File: config.mk
export PLATFORM = sky130hd
export DESIGN_NAME = encoder_feedback_position
export DESIGN_NICKNAME = d
export VERILOG_FILES = /design/src/encoder_feedback_pkg.sv /design/src/encoder_feedback_position.sv
export SDC_FILE = /design/constraint.sdc
export NUM_CORES = 2
export LEC_CHECK = 0
export BUFFER_PORTS_ARGS = -buffer_cell sky130_fd_sc_hd__buf_2
export CAP_MARGIN = 20
export CORE_ASPECT_RATIO = 1.2
export CORE_UTILIZATION = 46
export CTS_BUF_LIST = sky130_fd_sc_hd__clkbuf_4 sky130_fd_sc_hd__clkbuf_8 sky130_fd_sc_hd__clkbuf_16
export DETAILED_ROUTE_END_ITERATION = 7
export SLEW_MARGIN = 20
export SYNTH_ARGS = -nofsm -noshare
export SYNTH_HDL_FRONTEND = slang
export SYNTH_SLANG_ARGS = --single-unit
File: constraint.sdc
create_clock -name ref_clk_i -period 12.76 [get_ports ref_clk_i]
set_clock_uncertainty 0.05 [all_clocks]
set_input_delay 1.276 -clock ref_clk_i [delete_from_list [all_inputs] [get_ports ref_clk_i]]
set_output_delay 1.276 -clock ref_clk_i [all_outputs]
set_load 0.01 [all_outputs]
File: src/encoder_feedback_pkg.sv
// constants, register map and state type of the encoder feedback unit
// assumes a single 100 MHz clock and a 32-bit apb register bus
package encoder_feedback_pkg;

    // clock rate and the speed measurement window
    localparam int unsigned CLK_HZ = 100_000_000; // ref_clk_i rate
    localparam int unsigned GATE_TIME_MS = 1000; // one second window
    localparam int unsigned GATE_CYCLES = CLK_HZ / 1000 * GATE_TIME_MS; // cycles per window

    // quadrature decode
    localparam int unsigned EDGES_PER_LINE = 4; // every edge of both channels
    localparam int unsigned SEC_PER_MIN = 60; // hz to rpm
    localparam logic [1:0] STEP_NONE = 2'h0; // no movement
    localparam logic [1:0] STEP_UP = 2'h1; // one edge forward
    localparam logic [1:0] STEP_DOUBLE = 2'h2; // both channels changed
    localparam logic [1:0] STEP_DOWN = 2'h3; // one edge backward

    // absolute alignment
    localparam int unsigned TURN_BITS = 12; // turn field of the absolute encoder
    localparam logic [3:0] MAX_ATTEMPTS = 4'h3; // tries before giving up
    localparam logic [17:0] MATCH_TOL = 18'h00004; // allowed position mismatch

    // register byte addresses
    localparam logic [7:0] ADDR_CTRL = 8'h00; // bit0 retry request
    localparam logic [7:0] ADDR_LINES = 8'h04; // encoder lines per turn
    localparam logic [7:0] ADDR_EDGES = 8'h08; // signed edge count
    localparam logic [7:0] ADDR_REVS = 8'h0c; // revolution count
    localparam logic [7:0] ADDR_FREQ = 8'h10; // rotation_frequency, hz
    localparam logic [7:0] ADDR_RPM = 8'h14; // shaft speed, rpm
    localparam logic [7:0] ADDR_STATUS = 8'h18; // state, direction, attempts
    localparam logic [7:0] ADDR_IRQ_ST = 8'h1c; // sticky events, write one to clear
    localparam logic [7:0] ADDR_IRQ_MASK = 8'h20; // event enables

    // reset values
    localparam logic [15:0] LINES_RST = 16'h0400; // lines per turn after reset
    localparam logic [2:0] IRQ_MASK_RST = 3'h0; // all events masked

    // event bit positions in status and mask
    localparam int unsigned EV_DONE = 0; // alignment completed
    localparam int unsigned EV_FAILED = 1; // alignment failed
    localparam int unsigned EV_LOST = 2; // alignment lost

    // alignment state, listed in the order of its reported code
    typedef enum logic [3:0] {
        ALIGN_NOT_REQUIRED,
        ALIGN_DRIVE_RUNNING,
        ALIGN_MOTOR_RUNNING,
        ALIGN_LINK_FAULT,
        ALIGN_CALIBRATING,
        ALIGN_IDENTIFY,
        ALIGN_COMPLETED,
        ALIGN_LOST,
        ALIGN_FAILED
    } align_state_t;

endpackage

File: src/encoder_feedback_position.sv
// encoder feedback unit: quadrature decode, counts, speed, absolute alignment
// assumes encoder and status inputs synchronous to ref_clk_i, apb master outside
//
// Design decisions made here: the placing of the registers and the APB interface to the registers.
`timescale 1ns/1ps
module encoder_feedback_position #(
    parameter int unsigned GATE_LEN = encoder_feedback_pkg::GATE_CYCLES // shorten in simulation
) (
    input wire logic ref_clk_i,
    input wire logic rst_i,
    input wire logic psel_i,
    input wire logic penable_i,
    input wire logic pwrite_i,
    input wire logic [7:0] paddr_i,
    input wire logic [31:0] pwdata_i,
    output logic [31:0] prdata_o,
    output logic pready_o,
    output logic pslverr_o,
    output logic irq_o,
    input wire logic chan_a_i,
    input wire logic chan_b_i,
    input wire logic abs_fitted_i,
    input wire logic multiturn_i,
    input wire logic drive_stopped_i,
    input wire logic motor_stopped_i,
    input wire logic abs_link_fault_i,
    input wire logic abs_sample_i,
    input wire logic [17:0] abs_angle_i,
    input wire logic [encoder_feedback_pkg::TURN_BITS-1:0] abs_turns_i,
    output encoder_feedback_pkg::align_state_t absolute_align_state_o,
    output logic position_identify_active_o
);
    import encoder_feedback_pkg::*;

    // gray order 00,01,11,10 mapped to 0..3; difference gives the step
    function automatic logic [1:0] quad_step(input logic [1:0] prev, input logic [1:0] cur);
        logic [1:0] bp;
        logic [1:0] bc;
        bp = {prev[1], prev[1] ^ prev[0]};
        bc = {cur[1], cur[1] ^ cur[0]};
        return bc - bp;
    endfunction

    // state to wait in before an attempt may begin
    function automatic align_state_t pre_state(input logic abs_on, input logic drv,
                                               input logic mot, input logic flt);
        if (!abs_on) return ALIGN_NOT_REQUIRED;
        else if (!drv) return ALIGN_DRIVE_RUNNING;
        else if (!mot) return ALIGN_MOTOR_RUNNING;
        else if (flt) return ALIGN_LINK_FAULT;
        else return ALIGN_CALIBRATING;
    endfunction

    // quadrature and counters
    logic [1:0] ab_ff, nxt_ab; // last sampled channel pair
    logic [31:0] edge_ff, nxt_edge; // signed edge count
    logic [17:0] pos_ff, nxt_pos; // edge position within one turn
    logic [31:0] rev_ff, nxt_rev; // revolution count
    logic dir_ff, nxt_dir; // high while turning backward
    logic [31:0] win_ff, nxt_win; // signed edges in the current window
    logic [31:0] gate_ff, nxt_gate; // window cycle counter
    logic [1:0] step; // decoded step this cycle
    logic [17:0] lim; // edges per turn
    logic tick; // window ends this cycle

    // serial divider for speed
    logic busy_ff, nxt_busy; // division in progress
    logic pass_ff, nxt_pass; // 0 hertz pass, 1 rpm pass
    logic [5:0] cnt_ff, nxt_cnt; // bits still to produce
    logic [31:0] num_ff, nxt_num; // dividend shifting into quotient
    logic [31:0] rem_ff, nxt_rem; // partial remainder
    logic [31:0] den_ff, nxt_den; // divisor
    logic [31:0] mag_ff, nxt_mag; // window magnitude, kept for the second pass
    logic [31:0] freq_ff, nxt_freq; // rotation_frequency
    logic [31:0] rpm_ff, nxt_rpm; // shaft rpm
    logic [31:0] rem_sh; // remainder after the shift

    // alignment
    align_state_t st_ff, nxt_st;
    logic [3:0] att_ff, nxt_att; // failed attempts so far
    logic go_ff, nxt_go; // one-cycle restart request
    logic idact_ff, nxt_idact; // identify phase flag, registered so the pin comes from a flop
    logic cal_load; // load absolute position into counters
    logic retry_clr; // alignment carried out
    logic [2:0] ev; // event pulses

    // registers and bus
    logic retry_ff, nxt_retry; // retry request
    logic [15:0] lines_ff, nxt_lines; // lines per turn
    logic [2:0] irq_st_ff, nxt_irq_st; // sticky events
    logic [2:0] irq_mask_ff, nxt_irq_mask; // event enables
    logic [31:0] prdata_ff, nxt_prdata;
    logic pready_ff, nxt_pready;
    logic pslverr_ff, nxt_pslverr;
    logic irq_ff, nxt_irq;
    logic wr; // write takes effect this edge

    assign step = quad_step(ab_ff, {chan_a_i, chan_b_i});
    assign lim = {lines_ff, 2'b00};
    assign tick = (gate_ff == GATE_LEN - 1);
    assign wr = psel_i && penable_i && pwrite_i && pready_ff;

    // decode steps and keep edge, position and turn counts
    always_comb begin
        nxt_ab = {chan_a_i, chan_b_i};
        nxt_edge = edge_ff;
        nxt_pos = pos_ff;
        nxt_rev = rev_ff;
        nxt_dir = dir_ff;
        nxt_gate = tick ? 32'h0 : gate_ff + 32'h1;
        nxt_win = tick ? 32'h0 : win_ff; // window restarts so no edge is counted twice
        if (step == STEP_UP) begin
            nxt_edge = edge_ff + 32'h1;
            nxt_win = nxt_win + 32'h1;
            nxt_dir = 1'b0;
            if (lim != 18'h0 && pos_ff == lim - 18'h1) begin
                nxt_pos = 18'h0;
                nxt_rev = rev_ff + 32'h1;
            end else begin
                nxt_pos = pos_ff + 18'h1;
            end
        end else if (step == STEP_DOWN) begin
            nxt_edge = edge_ff - 32'h1;
            nxt_win = nxt_win - 32'h1;
            nxt_dir = 1'b1;
            if (pos_ff == 18'h0) begin
                nxt_pos = (lim == 18'h0) ? 18'h0 : lim - 18'h1;
                nxt_rev = rev_ff - 32'h1;
            end else begin
                nxt_pos = pos_ff - 18'h1;
            end
        end
        // a double change carries no direction, so it is dropped
        if (cal_load) begin
            nxt_pos = abs_angle_i;
            if (multiturn_i) begin
                nxt_rev = {rev_ff[31:TURN_BITS], abs_turns_i};
            end
        end
    end

    always_ff @(posedge ref_clk_i or posedge rst_i) begin
        if (rst_i) begin
            ab_ff <= 2'h0;
            edge_ff <= 32'h0;
            pos_ff <= 18'h0;
            rev_ff <= 32'h0;
            dir_ff <= 1'b0;
            win_ff <= 32'h0;
            gate_ff <= 32'h0;
        end else begin
            ab_ff <= nxt_ab;
            edge_ff <= nxt_edge;
            pos_ff <= nxt_pos;
            rev_ff <= nxt_rev;
            dir_ff <= nxt_dir;
            win_ff <= nxt_win;
            gate_ff <= nxt_gate;
        end
    end

    // two divisions per window: edges over lines*4, then edges*15 over lines
    // one bit a cycle keeps the area small; frequency lags the window by 32 cycles, rpm by 64
    always_comb begin
        nxt_busy = busy_ff;
        nxt_pass = pass_ff;
        nxt_cnt = cnt_ff;
        nxt_num = num_ff;
        nxt_rem = rem_ff;
        nxt_den = den_ff;
        nxt_mag = mag_ff;
        nxt_freq = freq_ff;
        nxt_rpm = rpm_ff;
        rem_sh = {rem_ff[30:0], num_ff[31]};
        if (tick) begin
            nxt_mag = win_ff[31] ? 32'h0 - win_ff : win_ff;
            nxt_num = nxt_mag;
            nxt_den = {14'h0, lim};
            nxt_rem = 32'h0;
            nxt_cnt = 6'd32;
            nxt_pass = 1'b0;
            nxt_busy = (lim != 18'h0);
            if (lim == 18'h0) begin // no lines set: speed reads zero
                nxt_freq = 32'h0;
                nxt_rpm = 32'h0;
            end
        end else if (busy_ff) begin
            if (rem_sh >= den_ff) begin
                nxt_rem = rem_sh - den_ff;
                nxt_num = {num_ff[30:0], 1'b1};
            end else begin
                nxt_rem = rem_sh;
                nxt_num = {num_ff[30:0], 1'b0};
            end
            nxt_cnt = cnt_ff - 6'd1;
            if (cnt_ff == 6'd1 && !pass_ff) begin
                nxt_freq = nxt_num;
                nxt_num = 32'(mag_ff * (SEC_PER_MIN / EDGES_PER_LINE));
                nxt_den = {16'h0, lines_ff};
                nxt_rem = 32'h0;
                nxt_cnt = 6'd32;
                nxt_pass = 1'b1;
            end else if (cnt_ff == 6'd1) begin
                nxt_rpm = nxt_num;
                nxt_busy = 1'b0;
            end
        end
    end

    always_ff @(posedge ref_clk_i or posedge rst_i) begin
        if (rst_i) begin
            busy_ff <= 1'b0;
            pass_ff <= 1'b0;
            cnt_ff <= 6'd0;
            num_ff <= 32'h0;
            rem_ff <= 32'h0;
            den_ff <= 32'h0;
            mag_ff <= 32'h0;
            freq_ff <= 32'h0;
            rpm_ff <= 32'h0;
        end else begin
            busy_ff <= nxt_busy;
            pass_ff <= nxt_pass;
            cnt_ff <= nxt_cnt;
            num_ff <= nxt_num;
            rem_ff <= nxt_rem;
            den_ff <= nxt_den;
            mag_ff <= nxt_mag;
            freq_ff <= nxt_freq;
            rpm_ff <= nxt_rpm;
        end
    end

    // alignment sequence: wait for standstill, load absolute, confirm with a second sample
    always_comb begin
        nxt_st = st_ff;
        nxt_att = att_ff;
        cal_load = 1'b0;
        retry_clr = 1'b0;
        ev = 3'h0;
        if (go_ff) begin
            nxt_att = 4'h0;
            nxt_st = pre_state(abs_fitted_i, drive_stopped_i, motor_stopped_i,
                               abs_link_fault_i);
            retry_clr = !abs_fitted_i;
        end else begin
            unique case (st_ff)
                ALIGN_NOT_REQUIRED, ALIGN_LOST, ALIGN_FAILED: begin
                    nxt_st = st_ff; // held until a restart
                end
                ALIGN_DRIVE_RUNNING, ALIGN_MOTOR_RUNNING, ALIGN_LINK_FAULT: begin
                    nxt_st = pre_state(abs_fitted_i, drive_stopped_i, motor_stopped_i,
                                       abs_link_fault_i);
                end
                ALIGN_CALIBRATING: begin
                    if (abs_link_fault_i) begin
                        nxt_st = ALIGN_LINK_FAULT;
                    end else if (abs_sample_i) begin
                        cal_load = 1'b1;
                        nxt_st = ALIGN_IDENTIFY;
                    end
                end
                ALIGN_IDENTIFY: begin
                    if (abs_link_fault_i) begin
                        nxt_st = ALIGN_LINK_FAULT;
                    end else if (abs_sample_i) begin
                        if ((abs_angle_i - pos_ff) <= MATCH_TOL
                            || (pos_ff - abs_angle_i) <= MATCH_TOL) begin
                            nxt_st = ALIGN_COMPLETED;
                            retry_clr = 1'b1;
                            ev[EV_DONE] = 1'b1;
                        end else if (att_ff + 4'h1 >= MAX_ATTEMPTS) begin
                            nxt_att = att_ff + 4'h1;
                            nxt_st = ALIGN_FAILED;
                            retry_clr = 1'b1;
                            ev[EV_FAILED] = 1'b1;
                        end else begin
                            nxt_att = att_ff + 4'h1;
                            nxt_st = ALIGN_CALIBRATING;
                        end
                    end
                end
                ALIGN_COMPLETED: begin
                    if (abs_link_fault_i) begin
                        nxt_st = ALIGN_LOST;
                        ev[EV_LOST] = 1'b1;
                    end
                end
            endcase
        end
        nxt_idact = (nxt_st == ALIGN_IDENTIFY);
    end

    always_ff @(posedge ref_clk_i or posedge rst_i) begin
        if (rst_i) begin
            st_ff <= ALIGN_NOT_REQUIRED;
            att_ff <= 4'h0;
            go_ff <= 1'b1; // power-up start
            idact_ff <= 1'b0;
        end else begin
            st_ff <= nxt_st;
            att_ff <= nxt_att;
            go_ff <= nxt_go;
            idact_ff <= nxt_idact;
        end
    end

    // apb slave: setup cycle prepares the answer, access phase lasts one cycle
    always_comb begin
        nxt_pready = psel_i && !penable_i;
        nxt_prdata = 32'h0;
        nxt_pslverr = 1'b0;
        nxt_retry = retry_clr ? 1'b0 : retry_ff;
        nxt_lines = lines_ff;
        nxt_irq_mask = irq_mask_ff;
        nxt_irq_st = irq_st_ff;
        nxt_go = 1'b0;
        if (psel_i && !penable_i) begin
            unique case (paddr_i)
                ADDR_CTRL: nxt_prdata = {31'h0, retry_ff};
                ADDR_LINES: nxt_prdata = {16'h0, lines_ff};
                ADDR_EDGES: nxt_prdata = edge_ff;
                ADDR_REVS: nxt_prdata = rev_ff;
                ADDR_FREQ: nxt_prdata = freq_ff;
                ADDR_RPM: nxt_prdata = rpm_ff;
                ADDR_STATUS: nxt_prdata = {20'h0, att_ff, 2'h0, st_ff == ALIGN_IDENTIFY,
                                           dir_ff, st_ff};
                ADDR_IRQ_ST: nxt_prdata = {29'h0, irq_st_ff};
                ADDR_IRQ_MASK: nxt_prdata = {29'h0, irq_mask_ff};
                default: nxt_pslverr = 1'b1; // unmapped address
            endcase
        end
        if (wr) begin
            unique case (paddr_i)
                ADDR_CTRL: begin
                    if (pwdata_i[0]) begin // set wins over the self-clear
                        nxt_retry = 1'b1;
                        nxt_go = 1'b1;
                    end
                end
                ADDR_LINES: begin
                    nxt_lines = pwdata_i[15:0];
                    nxt_go = 1'b1; // setting change restarts
                end
                ADDR_IRQ_ST: nxt_irq_st = irq_st_ff & ~pwdata_i[2:0];
                ADDR_IRQ_MASK: nxt_irq_mask = pwdata_i[2:0];
                default: nxt_irq_st = irq_st_ff; // read-only or unmapped
            endcase
        end
        nxt_irq_st = nxt_irq_st | ev; // a new event beats a clear
        nxt_irq = |(nxt_irq_st & nxt_irq_mask);
    end

    always_ff @(posedge ref_clk_i or posedge rst_i) begin
        if (rst_i) begin
            retry_ff <= 1'b0;
            lines_ff <= LINES_RST;
            irq_st_ff <= 3'h0;
            irq_mask_ff <= IRQ_MASK_RST;
            prdata_ff <= 32'h0;
            pready_ff <= 1'b0;
            pslverr_ff <= 1'b0;
            irq_ff <= 1'b0;
        end else begin
            retry_ff <= nxt_retry;
            lines_ff <= nxt_lines;
            irq_st_ff <= nxt_irq_st;
            irq_mask_ff <= nxt_irq_mask;
            prdata_ff <= nxt_prdata;
            pready_ff <= nxt_pready;
            pslverr_ff <= nxt_pslverr;
            irq_ff <= nxt_irq;
        end
    end

    assign prdata_o = prdata_ff;
    assign pready_o = pready_ff;
    assign pslverr_o = pslverr_ff;
    assign irq_o = irq_ff;
    assign absolute_align_state_o = st_ff;
    assign position_identify_active_o = idact_ff;
endmodule

==> results.tsv <==
metric	value	unit
Simple-Gate Fraction of Synth Area	21.7	%
commonest non-fill, non-tap cell in the layout	nand2_1	
Area contributors post-synth	dfrtp_1, nand2_1, ha_1	
core footprint	59800	um2
Post-synth EDFFs	0	
Syn Area/Cell	8.54	um2
met2 wire len	39700	um
synthesized cell area	28000	um2
GRT overflow	0	
die area	61800	um2
Clk pin slew, worst setup/hold paths	60	ps
CP startpoint kind	primary input	
CP max stage delay	650	ps
NumNets Final	3538	
Sw Pwr	0.00174	W
number of global-route vias before repair	24400	
status	completed	
hold path start	freq_ff[9]	
Ant. Diodes	0	
max-capacitance violation count	0	
Worst Hold End	freq_ff[9]	
CTS root buffer	clkbuf_16	
largest net degree at the start of global routing	169	
Buf+Inv Stages, Crit Path	4	
DR WL/cell	20.4	um
Synth Area in Compound Gates	18.4	%
Synth cell types	89	
post-synthesis async set-or-reset flop share	100	%
crit path max fanout	42	
CTS Buffer Depth	3	
DR pass1 iterations	6	
Reg area	10100	um2
main combinational cell family by area after synthesis	simple AND/OR/NAND/NOR gates	
post-synth top area cell	dfrtp_1	
P per Cell Area	154	nW/um2
vias per cell	6.04	
Layout Cells excl Fill	4106	
CP top delay family	simple AND/OR/NAND/NOR gates	
final period utilization	49.1	%
WP data arrival	6750	ps
P_leak	14.0	nW
final count of pins violating max slew	0	
Comb power frac	33.6	%
Worst slew margin	31.7	%
met3 routed WL	3800	um
area grow syn2layout	10.2	%
Fmax	160	MHz
most frequent cells in the layout	nand2_1, dfrtp_1, nor2_1, o21ai_0, a21oi_1	
Final setup viols	0	
number of fill cells in the layout	5761	
CTS tree	done	
hold depth	2	
r2r setup slk	6900	ps
Final Power	0.00473	W
cts hold-fix bufs	0	
R2R depth	19	
RSZ-0062 raised after global routing	no	
layout cell share with drive strength beyond 1	9.32	%
CTS buffer count	46	
via count	24800	
buffer count from post-CTS setup fixing	0	
row count	98	
Net Count, Synth	3543	
setup_tns	0	ps
warnings from Yosys	0	
critical path type	in2reg	
Seq pwr share	34.8	%
Final Hold Viols	0	
CP dominant cell by count	xnor2_1	
DIE HEIGHT	272	um
reg-to-reg startpoint	ab_ff[1]	
DRC	0	
Cell Chain, Critical Path	buf_2, xnor2_1, ha_2, xnor2_1, xnor2_1, buf_4, nor2_2, inv_1, buf_4, ha_1, and3_1, a32o_1, a41o_1, a31oi_1, o21ai_0, or4b_2, a31oi_1, o21ai_0, or4b_2, nand3_1	
IO Port Bufs	106	
Gates resized, CTS repair	0	
Top Layer Used	met4	
initial core utilization	46.7	%
Cells after DPL	4021	
final WL	83600	um
DRT iter0 DRCs	1834	
Synth Area in XOR/XNOR	7.42	%
global-route wire length before repair	135000	um
HP Class	reg2reg	
Internal	0.00300	W
Cells after Synth	3274	
H-tree lvl count	2	
I/O Pins	123	
area of the multi-input gates	16900	um2
Seq/Total Area, Yosys	36.0	%
worst-case vdd ir drop	0.0000831	V
Seq cells post-synth	402	
initial antenna violation count	0	
HPWL Detailed	60000	um
Clk network pwr share	31.6	%
Slew @ Worst Pin	1020	ps
clk_lat worst skew	600	ps
Net Sw Frac	36.7	%
final RePlAce weighted congestion	0.911	
Slowest-stage cell, CP	or4b_2	
Worst EP required	13240	ps
critical path capture point type	register	
Synth Area in Adders	9.91	%
CTS sink cnt	402	
minimum clock period	6270	ps
gr usage total	27.3	%
top_reg_cell synth	dfrtp_1	
post-route ant nets	0	
mux share of post-synthesis cell area	2.63	%
share of the synthesized area in the top cell type	35.8	%
WL met1	36200	um
worst r2r dst	edge_ff[29]	
die width	227	um
[final cells by class]
class                           instances  share of cell area (%)
Tap cell                              800                    3.25
Multi-Input combinational cell       2584                    54.7
Clock inverter                         11                   0.897
Clock buffer                           74                    4.68
Inverter                               96                    1.19
Timing Repair Buffer                  139                    2.61
Sequential cell                       402                    32.7
[flip-flops by register name (all words and copies together), names as in the netlist, 3 cells and up]
register / cells
win_ff: 32
num_ff: 32
lines_ff: 16
edge_ff: 32
cnt_ff: 6
rev_ff: 32
rpm_ff: 32
pos_ff: 18
att_ff: 4
irq_st_ff: 3
freq_ff: 32
gate_ff: 32
prdata_o: 32
absolute_align_state_o: 4
den_ff: 18
irq_mask_ff: 3
rem_ff: 31
mag_ff: 32
[layer usage]
layer,global-route usage [%],vias to the layer above
li1,-,11600
met1,36.2,12200
met2,44.7,773
met3,2.92,177
met4,12.8,0
met5,0,-
[power groups by stage]
stage	logic (W)	clock network (W)	registers (W)
3_3_place_gp	0.00154	0	0.00166
4_1_cts	0.00158	0.00152	0.00164
3_5_place_dp	0.00157	0	0.00167
2_1_floorplan	0.00132	0	0.00152
5_1_grt	0.00178	0.00157	0.00167
6_report	0.00159	0.00149	0.00165
[worst register-to-register path: stages, from the launching register on]
cell and delay [ps]:
dfrtp_1 400, xor2_1 150, ha_2 170, xnor2_1 250, xnor2_1 150, buf_4 290, nor2_2 70, inv_1 330
buf_4 570, ha_1 430, and3_1 220, a32o_1 270, a41o_1 220, a31oi_1 210, o21ai_0 150, or4b_2 650
a31oi_1 320, o21ai_0 170, or4b_2 620, nand3_1 100
[synth_stat cells (12+ instances only)]
cell type  instances
a211oi_1          25
clkbuf_1         169
o22ai_1           17
ha_1             127
o21a_1            29
mux2_2            27
fa_1              59
a221oi_1          40
o31ai_1           16
nand2b_1          26
dfrtp_1          400
nor3_1           100
xor2_1            88
nor4_1            27
and3_1            61
o21ai_0          237
a22o_1            37
or3_1             25
nor2b_1           19
a21oi_1          182
and2_1            19
nand2_1          438
mux2i_1           43
or4_1             12
o211ai_1          29
nor2_1           325
nand4_1           29
inv_1             96
buf_1             14
nand3_1          142
xnor2_1          136
a21o_1            38
a31oi_1           48
or2_2             13
[metrics by stage]
step	hold slack [ps]	setup slack (ps)	instance area, um2	util, %
after CTS	418	6570	30800	51.5
final	417	6490	30800	51.5
after detailed placement	406	5960	29100	48.6
after global placement	399	6010	29100	48.6
after floorplan	389	256	28000	-
after global routing	441	6220	30800	51.5
[worst max path at each step]
stage                         from     endpoint  slack [ps]  cells past startpoint
after floorplan              rst_i     ab_ff[0]         260                      1
after global placement    chan_a_i  edge_ff[29]        6010                     20
after detailed placement  chan_a_i  edge_ff[29]        5960                     20
after CTS                 chan_a_i  edge_ff[29]        6570                     20
after global routing      chan_a_i  edge_ff[29]        6220                     20
final                     chan_a_i  edge_ff[29]        6490                     20
[kinds of logic (layout without fill, tap and decap cells)]
group | after synthesis | count (layout)
buf+inv | 288 | 320
compound gates | 805 | 805
xor+xnor | 229 | 229
simple gates | 1294 | 1294
flops | 402 | 402
mux | 70 | 70
fa+ha+maj | 186 | 186
(Power assumes the default switching activity.)
